### src/shared/dco_pkg.sv
package dco_pkg;
	// timing
	localparam int CLK_PERIOD_NS = 50;
	localparam int BIAS_GENERATOR_START_NS = 2000;
	localparam int BIAS_GENERATOR_START_CYC = (BIAS_GENERATOR_START_NS + CLK_PERIOD_NS - 1) / CLK_PERIOD_NS;
	localparam logic [7:0] BIAS_GENERATOR_START_LIM = 8'(BIAS_GENERATOR_START_CYC - 1);
	// build: second crystal present
	localparam bit THREE_OSC = 1'b1;
	// oscillator model, half period in clk_sys cycles
	localparam logic [5:0] HALF_PERIOD_BASE = 6'h10;
	localparam logic [2:0] STEP_MAX = 3'h7;
	localparam logic [1:0] MSEL_XT2 = 2'h2;
	// register byte offsets
	localparam logic [4:0] ADDR_DCO_CTRL = 5'h00;
	localparam logic [4:0] ADDR_RES_CTRL = 5'h04;
	localparam logic [4:0] ADDR_CLK_CTRL = 5'h08;
	localparam logic [4:0] ADDR_LP_CTRL = 5'h0c;
	localparam logic [4:0] ADDR_STATUS = 5'h10;

	typedef struct packed {
		logic [4:0] fraction_count;
		logic [2:0] freq_step_select;
	} dco_ctrl_s;

	typedef struct packed {
		logic resistor_off;
		logic [2:0] resistor_select;
	} res_ctrl_s;

	typedef struct packed {
		logic [1:0] mclk_source_select;
		logic [1:0] main_divider;
		logic sub_main_clock_source_select;
		logic [1:0] sub_divider;
		logic external_resistor_select;
	} clk_ctrl_s;

	typedef struct packed {
		logic osc_off;
		logic sub_main_clock_off;
		logic dco_generator_off;
		logic mclk_off;
	} lp_ctrl_s;

	typedef struct packed {
		logic use_high_step;
		logic sub_main_clock;
		logic mclk;
		logic bias_generator_ready;
		logic bias_generator_on;
		logic dco_enable;
	} status_s;

	typedef struct packed {
		logic read;
		logic write;
		logic [4:0] address;
		logic [3:0] byteenable;
		logic [31:0] writedata;
	} avs_req_s;

	typedef struct packed {
		logic dco;
		logic mclk;
		logic sub_main_clock;
	} sys_clocks_s;

	localparam dco_ctrl_s DCO_CTRL_RESET = '{fraction_count: 5'h00, freq_step_select: 3'h3};
	localparam res_ctrl_s RES_CTRL_RESET = '{resistor_off: 1'b0, resistor_select: 3'h4};
	localparam clk_ctrl_s CLK_CTRL_RESET = '0;
	localparam lp_ctrl_s LP_CTRL_RESET = '0;
endpackage

### src/hw/clk_gen.sv
module clk_gen (
	// clock and reset
	input wire logic clk_sys,
	input wire logic rst_n,
	// source and control
	input wire logic src_tick,
	input wire logic [1:0] divider,
	input wire logic off,
	// generated clock
	output logic clk_out
);
	typedef struct packed {
		logic [2:0] cnt;
		logic out;
	} gen_s;

	gen_s st_q;
	gen_s st_d;
	logic [2:0] lim;

	// half-ticks per output half period minus one: 1,2,4,8 division
	assign lim = 3'((4'h1 << divider) - 4'h1);

	always_comb begin
		st_d = st_q;
		if (off && !st_q.out) begin
			st_d.cnt = '0;
		end else if (src_tick) begin
			if (st_q.cnt >= lim) begin
				st_d.cnt = '0;
				st_d.out = !st_q.out;
			end else begin
				st_d.cnt = st_q.cnt + 3'h1;
			end
		end
	end

	always_ff @(posedge clk_sys) begin
		if (!rst_n) begin
			st_q <= '0;
		end else begin
			st_q <= st_d;
		end
	end

	assign clk_out = st_q.out;
endmodule

### src/hw/dco_clock_control_modulator.sv
module dco_clock_control_modulator (
	// clock and reset
	input wire logic clk_sys,
	input wire logic rst_n,
	// power-up clear from the reset logic
	input wire logic power_up_clear,
	// crystal clock pins
	input wire logic low_freq_xtal_clock,
	input wire logic second_xtal_clock,
	// avalon-mm slave
	input wire dco_pkg::avs_req_s avs_req,
	output logic [31:0] avs_readdata,
	output logic avs_waitrequest,
	// analog control
	output logic dco_enable,
	output logic bias_generator_on,
	output logic [3:0] internal_resistor_value,
	output logic bias_from_external,
	// generated clocks
	output dco_pkg::sys_clocks_s clocks
);
	typedef struct packed {
		dco_pkg::dco_ctrl_s dco_ctrl;
		dco_pkg::res_ctrl_s res_ctrl;
		dco_pkg::clk_ctrl_s clk_ctrl;
		dco_pkg::lp_ctrl_s lp_ctrl;
		logic [1:0] lf_sync;
		logic [1:0] xt2_sync;
		logic lf_prev;
		logic xt2_prev;
		logic ack;
		logic [7:0] rdata;
		logic bias_generator_ready;
		logic [7:0] start_cnt;
		logic [5:0] per_cnt;
		logic [4:0] slot;
		logic dco_level;
	} state_s;

	state_s st_q;
	state_s st_d;
	logic mclk_need;
	logic sub_main_clock_need;
	logic dco_run;
	logic use_high;
	logic dco_tick;
	logic lf_tick;
	logic xt2_tick;
	logic crystal_tick;
	logic mclk_tick;
	logic sub_main_clock_tick;
	logic [5:0] half_per;
	logic mclk_q;
	logic sub_main_clock_q;
	logic [7:0] rd_mux;
	dco_pkg::status_s status;

	function automatic logic [4:0] bit_rev5(input logic [4:0] v);
		bit_rev5 = {v[0], v[1], v[2], v[3], v[4]};
	endfunction

	// higher step shortens the half period; lower resistor select slows it
	function automatic logic [5:0] half_period(input logic [2:0] rsel, input logic [2:0] step);
		half_period = dco_pkg::HALF_PERIOD_BASE + {3'h0, ~rsel} + {3'h0, ~step};
	endfunction

	function automatic logic use_high_slot(input logic [4:0] slot, input logic [4:0] frac, input logic [2:0] step);
		use_high_slot = (frac != 5'h00) && (step != dco_pkg::STEP_MAX) && (bit_rev5(slot) < frac);
	endfunction

	// clock demand
	assign mclk_need = !st_q.lp_ctrl.mclk_off && !st_q.clk_ctrl.mclk_source_select[1];
	assign sub_main_clock_need = !st_q.lp_ctrl.sub_main_clock_off && !st_q.clk_ctrl.sub_main_clock_source_select;
	assign dco_enable = mclk_need || sub_main_clock_need;
	assign bias_generator_on = dco_enable || !st_q.lp_ctrl.dco_generator_off;
	assign internal_resistor_value = {st_q.res_ctrl.resistor_off, st_q.res_ctrl.resistor_select};
	assign bias_from_external = st_q.clk_ctrl.external_resistor_select;

	// oscillator runs only with bias current available and generator settled
	assign dco_run = dco_enable && st_q.bias_generator_ready &&
		(st_q.clk_ctrl.external_resistor_select || !st_q.res_ctrl.resistor_off);

	// per-cycle step choice, bit-reversed slot spreads the high slots
	assign use_high = use_high_slot(st_q.slot, st_q.dco_ctrl.fraction_count,
		st_q.dco_ctrl.freq_step_select);
	assign half_per = half_period(st_q.res_ctrl.resistor_select,
		st_q.dco_ctrl.freq_step_select + 3'(use_high));
	assign dco_tick = dco_run && (st_q.per_cnt >= half_per - 6'h01);

	assign lf_tick = st_q.lf_sync[1] ^ st_q.lf_prev;
	assign xt2_tick = st_q.xt2_sync[1] ^ st_q.xt2_prev;
	assign crystal_tick = dco_pkg::THREE_OSC ? xt2_tick : lf_tick;

	always_comb begin
		if (!st_q.clk_ctrl.mclk_source_select[1]) begin
			mclk_tick = dco_tick;
		end else if (st_q.clk_ctrl.mclk_source_select == dco_pkg::MSEL_XT2) begin
			mclk_tick = crystal_tick;
		end else begin
			mclk_tick = lf_tick;
		end
		sub_main_clock_tick = st_q.clk_ctrl.sub_main_clock_source_select ? crystal_tick : dco_tick;
	end

	assign status = '{use_high_step: use_high, sub_main_clock: sub_main_clock_q, mclk: mclk_q,
		bias_generator_ready: st_q.bias_generator_ready, bias_generator_on: bias_generator_on, dco_enable: dco_enable};

	always_comb begin
		if (avs_req.address == dco_pkg::ADDR_DCO_CTRL) begin
			rd_mux = st_q.dco_ctrl;
		end else if (avs_req.address == dco_pkg::ADDR_RES_CTRL) begin
			rd_mux = {4'h0, st_q.res_ctrl};
		end else if (avs_req.address == dco_pkg::ADDR_CLK_CTRL) begin
			rd_mux = st_q.clk_ctrl;
		end else if (avs_req.address == dco_pkg::ADDR_LP_CTRL) begin
			rd_mux = {4'h0, st_q.lp_ctrl};
		end else if (avs_req.address == dco_pkg::ADDR_STATUS) begin
			rd_mux = {2'h0, status};
		end else begin
			rd_mux = 8'h00;
		end
	end

	always_comb begin
		st_d = st_q;
		// crystal pins: two-stage synchronisers
		st_d.lf_sync = {st_q.lf_sync[0], low_freq_xtal_clock};
		st_d.xt2_sync = {st_q.xt2_sync[0], second_xtal_clock};
		st_d.lf_prev = st_q.lf_sync[1];
		st_d.xt2_prev = st_q.xt2_sync[1];
		// bus: one wait cycle, read data latched at the edge that sets ack, write committed at the following edge
		st_d.ack = (avs_req.read || avs_req.write) && !st_q.ack;
		if ((avs_req.read || avs_req.write) && !st_q.ack) begin
			st_d.rdata = rd_mux;
		end
		if (avs_req.write && st_q.ack && avs_req.byteenable[0]) begin
			if (avs_req.address == dco_pkg::ADDR_DCO_CTRL) begin
				st_d.dco_ctrl = avs_req.writedata[7:0];
			end else if (avs_req.address == dco_pkg::ADDR_RES_CTRL) begin
				st_d.res_ctrl = avs_req.writedata[3:0];
			end else if (avs_req.address == dco_pkg::ADDR_CLK_CTRL) begin
				st_d.clk_ctrl = avs_req.writedata[7:0];
			end else if (avs_req.address == dco_pkg::ADDR_LP_CTRL) begin
				st_d.lp_ctrl = avs_req.writedata[3:0];
			end
		end
		// dc generator start-up after being switched off
		if (!bias_generator_on) begin
			st_d.bias_generator_ready = 1'b0;
			st_d.start_cnt = '0;
		end else if (!st_q.bias_generator_ready) begin
			if (st_q.start_cnt >= dco_pkg::BIAS_GENERATOR_START_LIM) begin
				st_d.bias_generator_ready = 1'b1;
			end else begin
				st_d.start_cnt = st_q.start_cnt + 8'h01;
			end
		end
		// oscillator model with 32-slot modulator frame
		if (!dco_run) begin
			st_d.per_cnt = '0;
		end else if (dco_tick) begin
			st_d.per_cnt = '0;
			st_d.dco_level = !st_q.dco_level;
			// cycle runs rise to rise: slot moves only on the rising edge
			if (!st_q.dco_level) begin
				st_d.slot = st_q.slot + 5'h01;
			end
		end else begin
			st_d.per_cnt = st_q.per_cnt + 6'h01;
		end
		if (power_up_clear) begin
			st_d.dco_ctrl = dco_pkg::DCO_CTRL_RESET;
			st_d.res_ctrl = dco_pkg::RES_CTRL_RESET;
			st_d.clk_ctrl = dco_pkg::CLK_CTRL_RESET;
			st_d.lp_ctrl = dco_pkg::LP_CTRL_RESET;
			st_d.slot = '0;
		end
	end

	always_ff @(posedge clk_sys) begin
		if (!rst_n) begin
			st_q <= '{dco_ctrl: dco_pkg::DCO_CTRL_RESET, res_ctrl: dco_pkg::RES_CTRL_RESET,
				clk_ctrl: dco_pkg::CLK_CTRL_RESET, lp_ctrl: dco_pkg::LP_CTRL_RESET, default: '0};
		end else begin
			st_q <= st_d;
		end
	end

	clk_gen u_mclk_gen (
		.clk_sys(clk_sys),
		.rst_n(rst_n),
		.src_tick(mclk_tick),
		.divider(st_q.clk_ctrl.main_divider),
		.off(st_q.lp_ctrl.mclk_off),
		.clk_out(mclk_q)
	);

	clk_gen u_sub_main_clock_gen (
		.clk_sys(clk_sys),
		.rst_n(rst_n),
		.src_tick(sub_main_clock_tick),
		.divider(st_q.clk_ctrl.sub_divider),
		.off(st_q.lp_ctrl.sub_main_clock_off),
		.clk_out(sub_main_clock_q)
	);

	assign clocks = '{dco: st_q.dco_level, mclk: mclk_q, sub_main_clock: sub_main_clock_q};
	assign avs_readdata = {24'h000000, st_q.rdata};
	assign avs_waitrequest = (avs_req.read || avs_req.write) && !st_q.ack;
endmodule

### config.mk
export PLATFORM = sky130hd
export DESIGN_NAME = dco_clock_control_modulator
export DESIGN_NICKNAME = d
export VERILOG_FILES = /design/src/shared/dco_pkg.sv /design/src/hw/clk_gen.sv /design/src/hw/dco_clock_control_modulator.sv
export SDC_FILE = /design/constraint.sdc
export NUM_CORES = 1
export LEC_CHECK = 0
export BUFFER_PORTS_ARGS = -buffer_cell sky130_fd_sc_hd__buf_2
export CAP_MARGIN = 25
export CORE_UTILIZATION = 50
export CTS_BUF_LIST = sky130_fd_sc_hd__clkbuf_2
export CTS_CLUSTER_SIZE = 12
export DETAILED_ROUTE_END_ITERATION = 6
export GPL_ROUTABILITY_DRIVEN = 0
export GPL_TIMING_DRIVEN = 0
export PLACE_DENSITY = 0.8
export SETUP_SLACK_MARGIN = 0.15
export SKIP_CTS_REPAIR_TIMING = 1
export SKIP_LAST_GASP = 1
export SYNTH_ARGS = -nofsm -noshare
export SYNTH_HDL_FRONTEND = slang
export SYNTH_SLANG_ARGS = --single-unit
### constraint.sdc
create_clock -name clk_sys -period 3.85 [get_ports clk_sys]
set_input_delay 0.1925 -clock clk_sys [delete_from_list [all_inputs] [get_ports clk_sys]]
set_output_delay 0.1925 -clock clk_sys [all_outputs]
set_load 0.01 [all_outputs]
Yosys cells after proc, flatten, opt, wreduce, memory -nomap -nowiden
Index checks and enable logic that the tools add are counted.

Equality and inequality tests: 6. Div/mod/pow operators: 0. Reduce and logical (&&, ||, !) cells: 42. Bitwise gates (word level): 14. Multiply operators: 0. $add $sub $neg: 11. Multiplexer cells: 13. Shift operators: 2. Magnitude comparators: 5.

Operator list (count): $mux W8 (4); $logic_and A1 B1 Y1 (12); $mux W6 (2); $reduce_and A3 Y1 (4); $eq A5 B4 Y1 const B (2); $logic_not A1 Y1 (10); $not A1 Y1 (10); $mux W9 (1); $add A8 B1 Y8 const B (1); $ge A8 B6 Y1 const B (1); $reduce_and A2 Y1 (4); $add A3 B1 Y3 const B (2); $add A5 B3 Y6 const A (1); $add A6 B1 Y6 const B (1); $add A6 B3 Y6 (1); $ge A3 B3 Y1 (2); $ge A6 B6 Y1 (1); $mux W3 (2); $not A3 Y3 (2); $reduce_or A2 Y1 (3); $shl A1 B2 Y3 const A (2); $sub A3 B1 Y3 const B (2); $sub A6 B1 Y6 const B (1); $add A5 B1 Y5 const B (1); 14 further kinds (21).

Word-level logic and storage cells: 121. Bits in read-only memories: 0. Output and inout bits: 43. Latch bits: 0. Memories kept: 0. Bits in writable memories: 0. Bits of input ports: 48. Flip-flop bits (word level): 68.

Depth between registers and ports, before layout
Depth in word-level cells: 11. Depth in mapped cells: 21. Depth with buffers taken out: 20.

By module
A second synthesis with hierarchy kept.

Cell total of the unflattened synthesis: 429. Area, all modules: 3754.9 sq um.

By module, submodules not included: dco_clock_control_modulator (sequential area each 1201.2 sq um, times used 1, cells each 367, area each 3241.9 sq um); clk_gen (sequential area each 80.1 sq um, times used 2, cells each 31, area each 256.5 sq um).

Worst setup path before layout
OpenSTA, ideal clock, no wires.

Path kind: register to register. Start point: reg st_q[59] (netlist name). End point: reg st_q[3] (netlist name). Library setup time: 70 ps. Buffers on the path: 1. Stages on the path, launching flop included: 22. Arrival: 3808 ps. Setup slack: -28 ps. Period minus slack after synthesis: 3878 ps. Required time: 3780 ps. Cell sequence: dfxtp_1 inv_1 ha_1 a21oi_1 nand2_1 a21oi_1 o21a_1 ha_1 ha_1 ha_1 inv_1 ha_1 inv_1 fa_1 xor2_1 ha_1 a21oi_1 o21ai_0 a21oi_1 clkbuf_1 or4b_1 a21oi_1.

Cells in the longest elaborated chain, start to end: 10. Elaborated cells between the ends (all ways): 11. Those cells by class: add/sub: 3; order compare: 2; bitwise: 1; reduce/logical: 5.

Ends and longest elaborated chain: start, declared (RTL line dco_clock_control_modulator.sv:40) `state_s st_q;`; start signal, assigned (RTL line dco_clock_control_modulator.sv:182) `st_q <= '{dco_ctrl: dco_pkg::DCO_CTRL_RESET, res_ctrl: dco_pkg::RES_CTRL_RESET,`; start signal, assigned (RTL line dco_clock_control_modulator.sv:185) `st_q <= st_d;`; branches (longest 2 deep; another with $lt A5 B5 Y1); $logic_and A1 B1 Y1 * (RTL line dco_clock_control_modulator.sv:68) `use_high_slot = (frac != 5'h00) && (step != dco_pkg::STEP_MAX) && (bit_rev5(slot) < frac);`; $add A3 B1 Y3 * (RTL line dco_clock_control_modulator.sv:87) `st_q.dco_ctrl.freq_step_select + 3'(use_high));`; $not A3 Y3 * (RTL line dco_clock_control_modulator.sv:64) `half_period = dco_pkg::HALF_PERIOD_BASE + {3'h0, ~rsel} + {3'h0, ~step};`; $add A6 B3 Y6 * (RTL line dco_clock_control_modulator.sv:64); $sub A6 B1 Y6 * (RTL line dco_clock_control_modulator.sv:88) `assign dco_tick = dco_run && (st_q.per_cnt >= half_per - 6'h01);`; $ge A6 B6 Y1 * (RTL line dco_clock_control_modulator.sv:88); $logic_and A1 B1 Y1 * (RTL line dco_clock_control_modulator.sv:88); $reduce_and A3 Y1 (no source line) *.

Every way passes the cells marked *. A chain may end at the register's enable or synchronous reset.

Final worst setup path
Start point: reg st_q[58] (netlist name). End point: reg st_q[3] (netlist name).

Same word-level chain as after synthesis.

==> impl_metrics.xml <==
<?xml version="1.0" encoding="UTF-8"?>
<metrics>
  <group name="synthesis">
    <metric name="synthCells" unit="">428</metric>
    <metric name="synth-seq-cells" unit="">68</metric>
    <metric name="synthArstFlopShare" unit="%">0</metric>
    <metric name="synth_area" unit="µm²">3821</metric>
    <metric name="synth_common_cells" unit="">dfxtp_1 (68), buf_4 (40), nor2_1 (39)</metric>
    <metric name="synth.area.top_cells" unit="">dfxtp_1 (36%), mux2i_1 (9.4%), ha_1 (8.8%), buf_4 (7.9%), nor2_1 (3.8%)</metric>
    <metric name="synth_edf_count" unit="">0</metric>
    <metric name="post-synth-top-count-cell" unit="">dfxtp_1</metric>
    <metric name="synthDominantAreaCellType" unit="">dfxtp_1</metric>
    <metric name="synth.avg_cell_area" unit="µm²">8.928</metric>
    <metric name="post-synth-top-area-fraction" unit="%">35.63</metric>
    <metric name="synth_sequential_area_ratio" unit="%">35.63</metric>
    <metric name="synthFlopType" unit="">dfxtp_1</metric>
    <metric name="synthDistinctLibCells" unit="">55</metric>
    <metric name="ys_warn_count" unit="">0</metric>
  </group>
  <group name="grt">
    <metric name="antenna_found_initial" unit="">0</metric>
    <metric name="pin_count_of_the_biggest_net_entering_global_routing" unit="">11</metric>
    <metric name="grt_first_pass_wirelength" unit="µm">13170</metric>
    <metric name="via_count_of_the_first_global_routing_pass" unit="">2889</metric>
    <metric name="gr-usage-all-layers" unit="%">22.02</metric>
    <metric name="gr-total-overflow" unit="">0</metric>
  </group>
  <group name="clocking">
    <metric name="cts_tree" unit="">done</metric>
    <metric name="cts_made_buffers" unit="">9</metric>
    <metric name="cts_root_buffer" unit="">clkbuf_2</metric>
    <metric name="max-clock-path-buffers" unit="">2</metric>
    <metric name="clock_tree.htree_level_count" unit="">3</metric>
    <metric name="cts_sinks" unit="">68</metric>
    <metric name="clk_transition_reported_paths" unit="ns">0.17</metric>
    <metric name="clock_latency_of_the_later_clocked_register_in_the_worst_skew_pair" unit="ns">0.51</metric>
  </group>
  <group name="timing">
    <metric name="number_of_endpoints_with_negative_hold_slack_in_the_final_report" unit="">3</metric>
    <metric name="rsz0062_at_grt" unit="">true</metric>
    <metric name="final_max_slew_viol_count" unit="">0</metric>
    <metric name="final_period_minus_worst_setup_slack" unit="ns">4.012</metric>
    <metric name="fmaxAchievable" unit="MHz">249.3</metric>
    <metric name="fin_setup_tns" unit="ns">-0.7442</metric>
    <metric name="worst_slew_pin_slew" unit="ns">0.6410</metric>
    <metric name="finalWorstSetupSlack" unit="ns">-0.1618</metric>
    <metric name="timing.final.crit_share" unit="%">104.2</metric>
    <metric name="final-setup-viol-count" unit="">10</metric>
    <metric name="slew_headroom" unit="%">57.27</metric>
    <metric name="finalHoldWorstSlack" unit="ns">-0.005015</metric>
    <metric name="fin_skew" unit="ns">0.01671</metric>
  </group>
  <group name="critical_path">
    <metric name="worst-r2r-cell-count" unit="">21</metric>
    <metric name="worst_flop_to_flop_path_startpoint" unit="">st_q[58]</metric>
    <metric name="r2r_setup_slk" unit="ns">-0.16</metric>
    <metric name="worst_ep_required_time" unit="ns">4.31</metric>
    <metric name="start_point_of_the_critical_path" unit="">st_q[58]</metric>
    <metric name="worst-endpoint-arrival" unit="ns">4.47</metric>
    <metric name="timing_worst_setup_path_type" unit="">flip-flop to flip-flop</metric>
    <metric name="crit_path_end_kind" unit="">flip-flop</metric>
    <metric name="critical_path_peak_fanout" unit="">5</metric>
    <metric name="setup.worst_path.start_class" unit="">flip-flop</metric>
    <metric name="critical_path.endpoint" unit="">st_q[3]</metric>
    <metric name="crit-reg2reg-capture" unit="">st_q[3]</metric>
  </group>
  <group name="placed_design">
    <metric name="dp_hpwl" unit="µm">6576</metric>
    <metric name="placement.setup.worst_slack" unit="ns">-0.3301</metric>
    <metric name="buffer_ports.inserted" unit="">39</metric>
  </group>
  <group name="floorplan">
    <metric name="ioPinCount" unit="">91</metric>
    <metric name="initial_core_utilization" unit="%">52.12</metric>
    <metric name="die_x" unit="µm">89.42</metric>
    <metric name="floorplan.die.height" unit="µm">89.42</metric>
    <metric name="placeableCoreArea" unit="µm²">7331</metric>
    <metric name="die_area" unit="µm²">7996</metric>
    <metric name="fp-row-count" unit="">31</metric>
  </group>
  <group name="power_and_ir_drop">
    <metric name="power_leakage" unit="µW">0.002041</metric>
    <metric name="power.density_cell_area" unit="nW/µm²">263.3</metric>
    <metric name="vdd_drop_max" unit="V">0.0001012</metric>
    <metric name="report.power.total" unit="µW">1242</metric>
  </group>
  <group name="job">
    <metric name="drv_cap" unit="">0</metric>
  </group>
  <group name="final_layout">
    <metric name="post-route-util" unit="%">64.38</metric>
    <metric name="antenna-diode-count" unit="">0</metric>
    <metric name="drive_above_1_share" unit="%">28.87</metric>
    <metric name="layout-area-overhead-vs-synth" unit="%">23.51</metric>
    <metric name="final_net_count" unit="">602</metric>
  </group>
  <group name="detailed_routing">
    <metric name="routed_via_density" unit="">5.184</metric>
    <metric name="ant_nets" unit="">0</metric>
    <metric name="drt_iter0_markers" unit="">212</metric>
    <metric name="number_of_design_rule_violations_left_after_detail_routing" unit="">0</metric>
    <metric name="drt-total-wl" unit="µm">9093</metric>
    <metric name="drt_pass1_iterations" unit="">4</metric>
    <metric name="post_drt_wl_per_cell" unit="µm">14.46</metric>
    <metric name="route.vias.total" unit="">3261</metric>
  </group>
  <group name="status">
    <metric name="failed_checks" unit="">hold timing, setup timing</metric>
    <metric name="run_status" unit="">finished with violations</metric>
  </group>
  <group name="hold_path">
    <metric name="class_of_the_worst_hold_path" unit="">primary input to flip-flop</metric>
  </group>
</metrics>
## critical path: stages (launching register included)
cell and delay (ns):
dfxtp_2 0.39, inv_1 0.06, ha_1 0.19, a21oi_2 0.13, nand2_1 0.07, a21oi_2 0.15
o21a_1 0.17, ha_2 0.20, ha_4 0.21, ha_4 0.21, inv_2 0.06, ha_4 0.12
inv_2 0.04, fa_2 0.38, xor2_1 0.15, ha_1 0.31, a21oi_2 0.06, o21ai_1 0.15
a21oi_2 0.08, buf_6 0.15, or4b_1 0.52, a21oi_1 0.16
## kinds of logic (layout without fill, tap and decap cells)
kind of cell / after synthesis / in the layout / synth area share (%)
flops: 68 / 68 / 35.63
simple gates: 129 / 129 / 17.42
fa+ha+maj: 28 / 28 / 9.365
other cells: 1 / 24 / 0.09814
mux: 36 / 36 / 9.430
compound gates: 70 / 70 / 13.03
xor+xnor: 12 / 12 / 2.750
buf+inv: 84 / 163 / 12.28
## worst min path at each step
stage,start,cells past startpoint,to
2_1_floorplan,second_xtal_clock,1,st_d[33]
3_3_place_gp,second_xtal_clock,2,st_d[33]
3_5_place_dp,low_freq_xtal_clock,2,st_d[35]
4_1_cts,low_freq_xtal_clock,2,st_d[35]
5_1_grt,avs_req[2],3,st_q[42]
6_report,avs_req[2],3,st_q[42]
## layout by cell type (no fill, tap or decap), types with 8 or more instances in the layout
| cell type | instances |
|---|---|
| ha_1 | 21 |
| a21oi_1 | 12 |
| nand3_1 | 10 |
| nand2_1 | 24 |
| nor2_2 | 9 |
| o21ai_0 | 11 |
| inv_1 | 25 |
| dfxtp_1 | 63 |
| nand2b_1 | 8 |
| conb_1 | 24 |
| clkbuf_2 | 11 |
| clkbuf_1 | 9 |
| buf_2 | 42 |
| dlygate4sd3_1 | 13 |
| mux2i_1 | 36 |
| nor2_1 | 37 |
| buf_4 | 50 |
## registers in the layout (all words and copies together), names as in the netlist
signal	count
st_q	42
avs_readdata	8
internal_resistor_value	4
st_d	4
u_mclk_gen.st_q	3
u_sub_main_clock_gen.st_q	3
bias_from_external	1
clocks	1
u_mclk_gen.clk_out	1
u_sub_main_clock_gen.clk_out	1
## area by class of cell
type                    count  area, µm²
inverters                  30      112.6
repair buffers             64      422.9
flip-flops and latches     68       1373
multi-input cells         299       2227
clock inverters             4      41.29
fillers                   581       2611
clock buffers              11      55.05
well taps                  99      123.9
plain buffers              54      364.1
## metrics by stage
stage	hold slack, ns	cells	instance area (µm²)
2_1_floorplan	0.3198	451	3924
3_3_place_gp	0.4034	589	4243
3_5_place_dp	0.4070	589	4243
4_1_cts	-0.1145	604	4339
5_1_grt	-0.01082	629	4720
6_report	-0.005015	629	4720
## report_power, final
part           switching [µW]  internal, µW
Clock                     243           146
Combinational            67.4          61.9
Sequential               8.68           715
## routing by layer
metal / wire length, µm / vias up / GRT usage (%)
met5: 0 / - / 0
met4: 161 / 0 / 8.514
met3: 610 / 23 / 5.355
met2: 4456 / 102 / 38.10
met1: 3864 / 1513 / 26.33
li1: - / 1623 / -
Note: power is estimated with default switching activity, not from simulation.
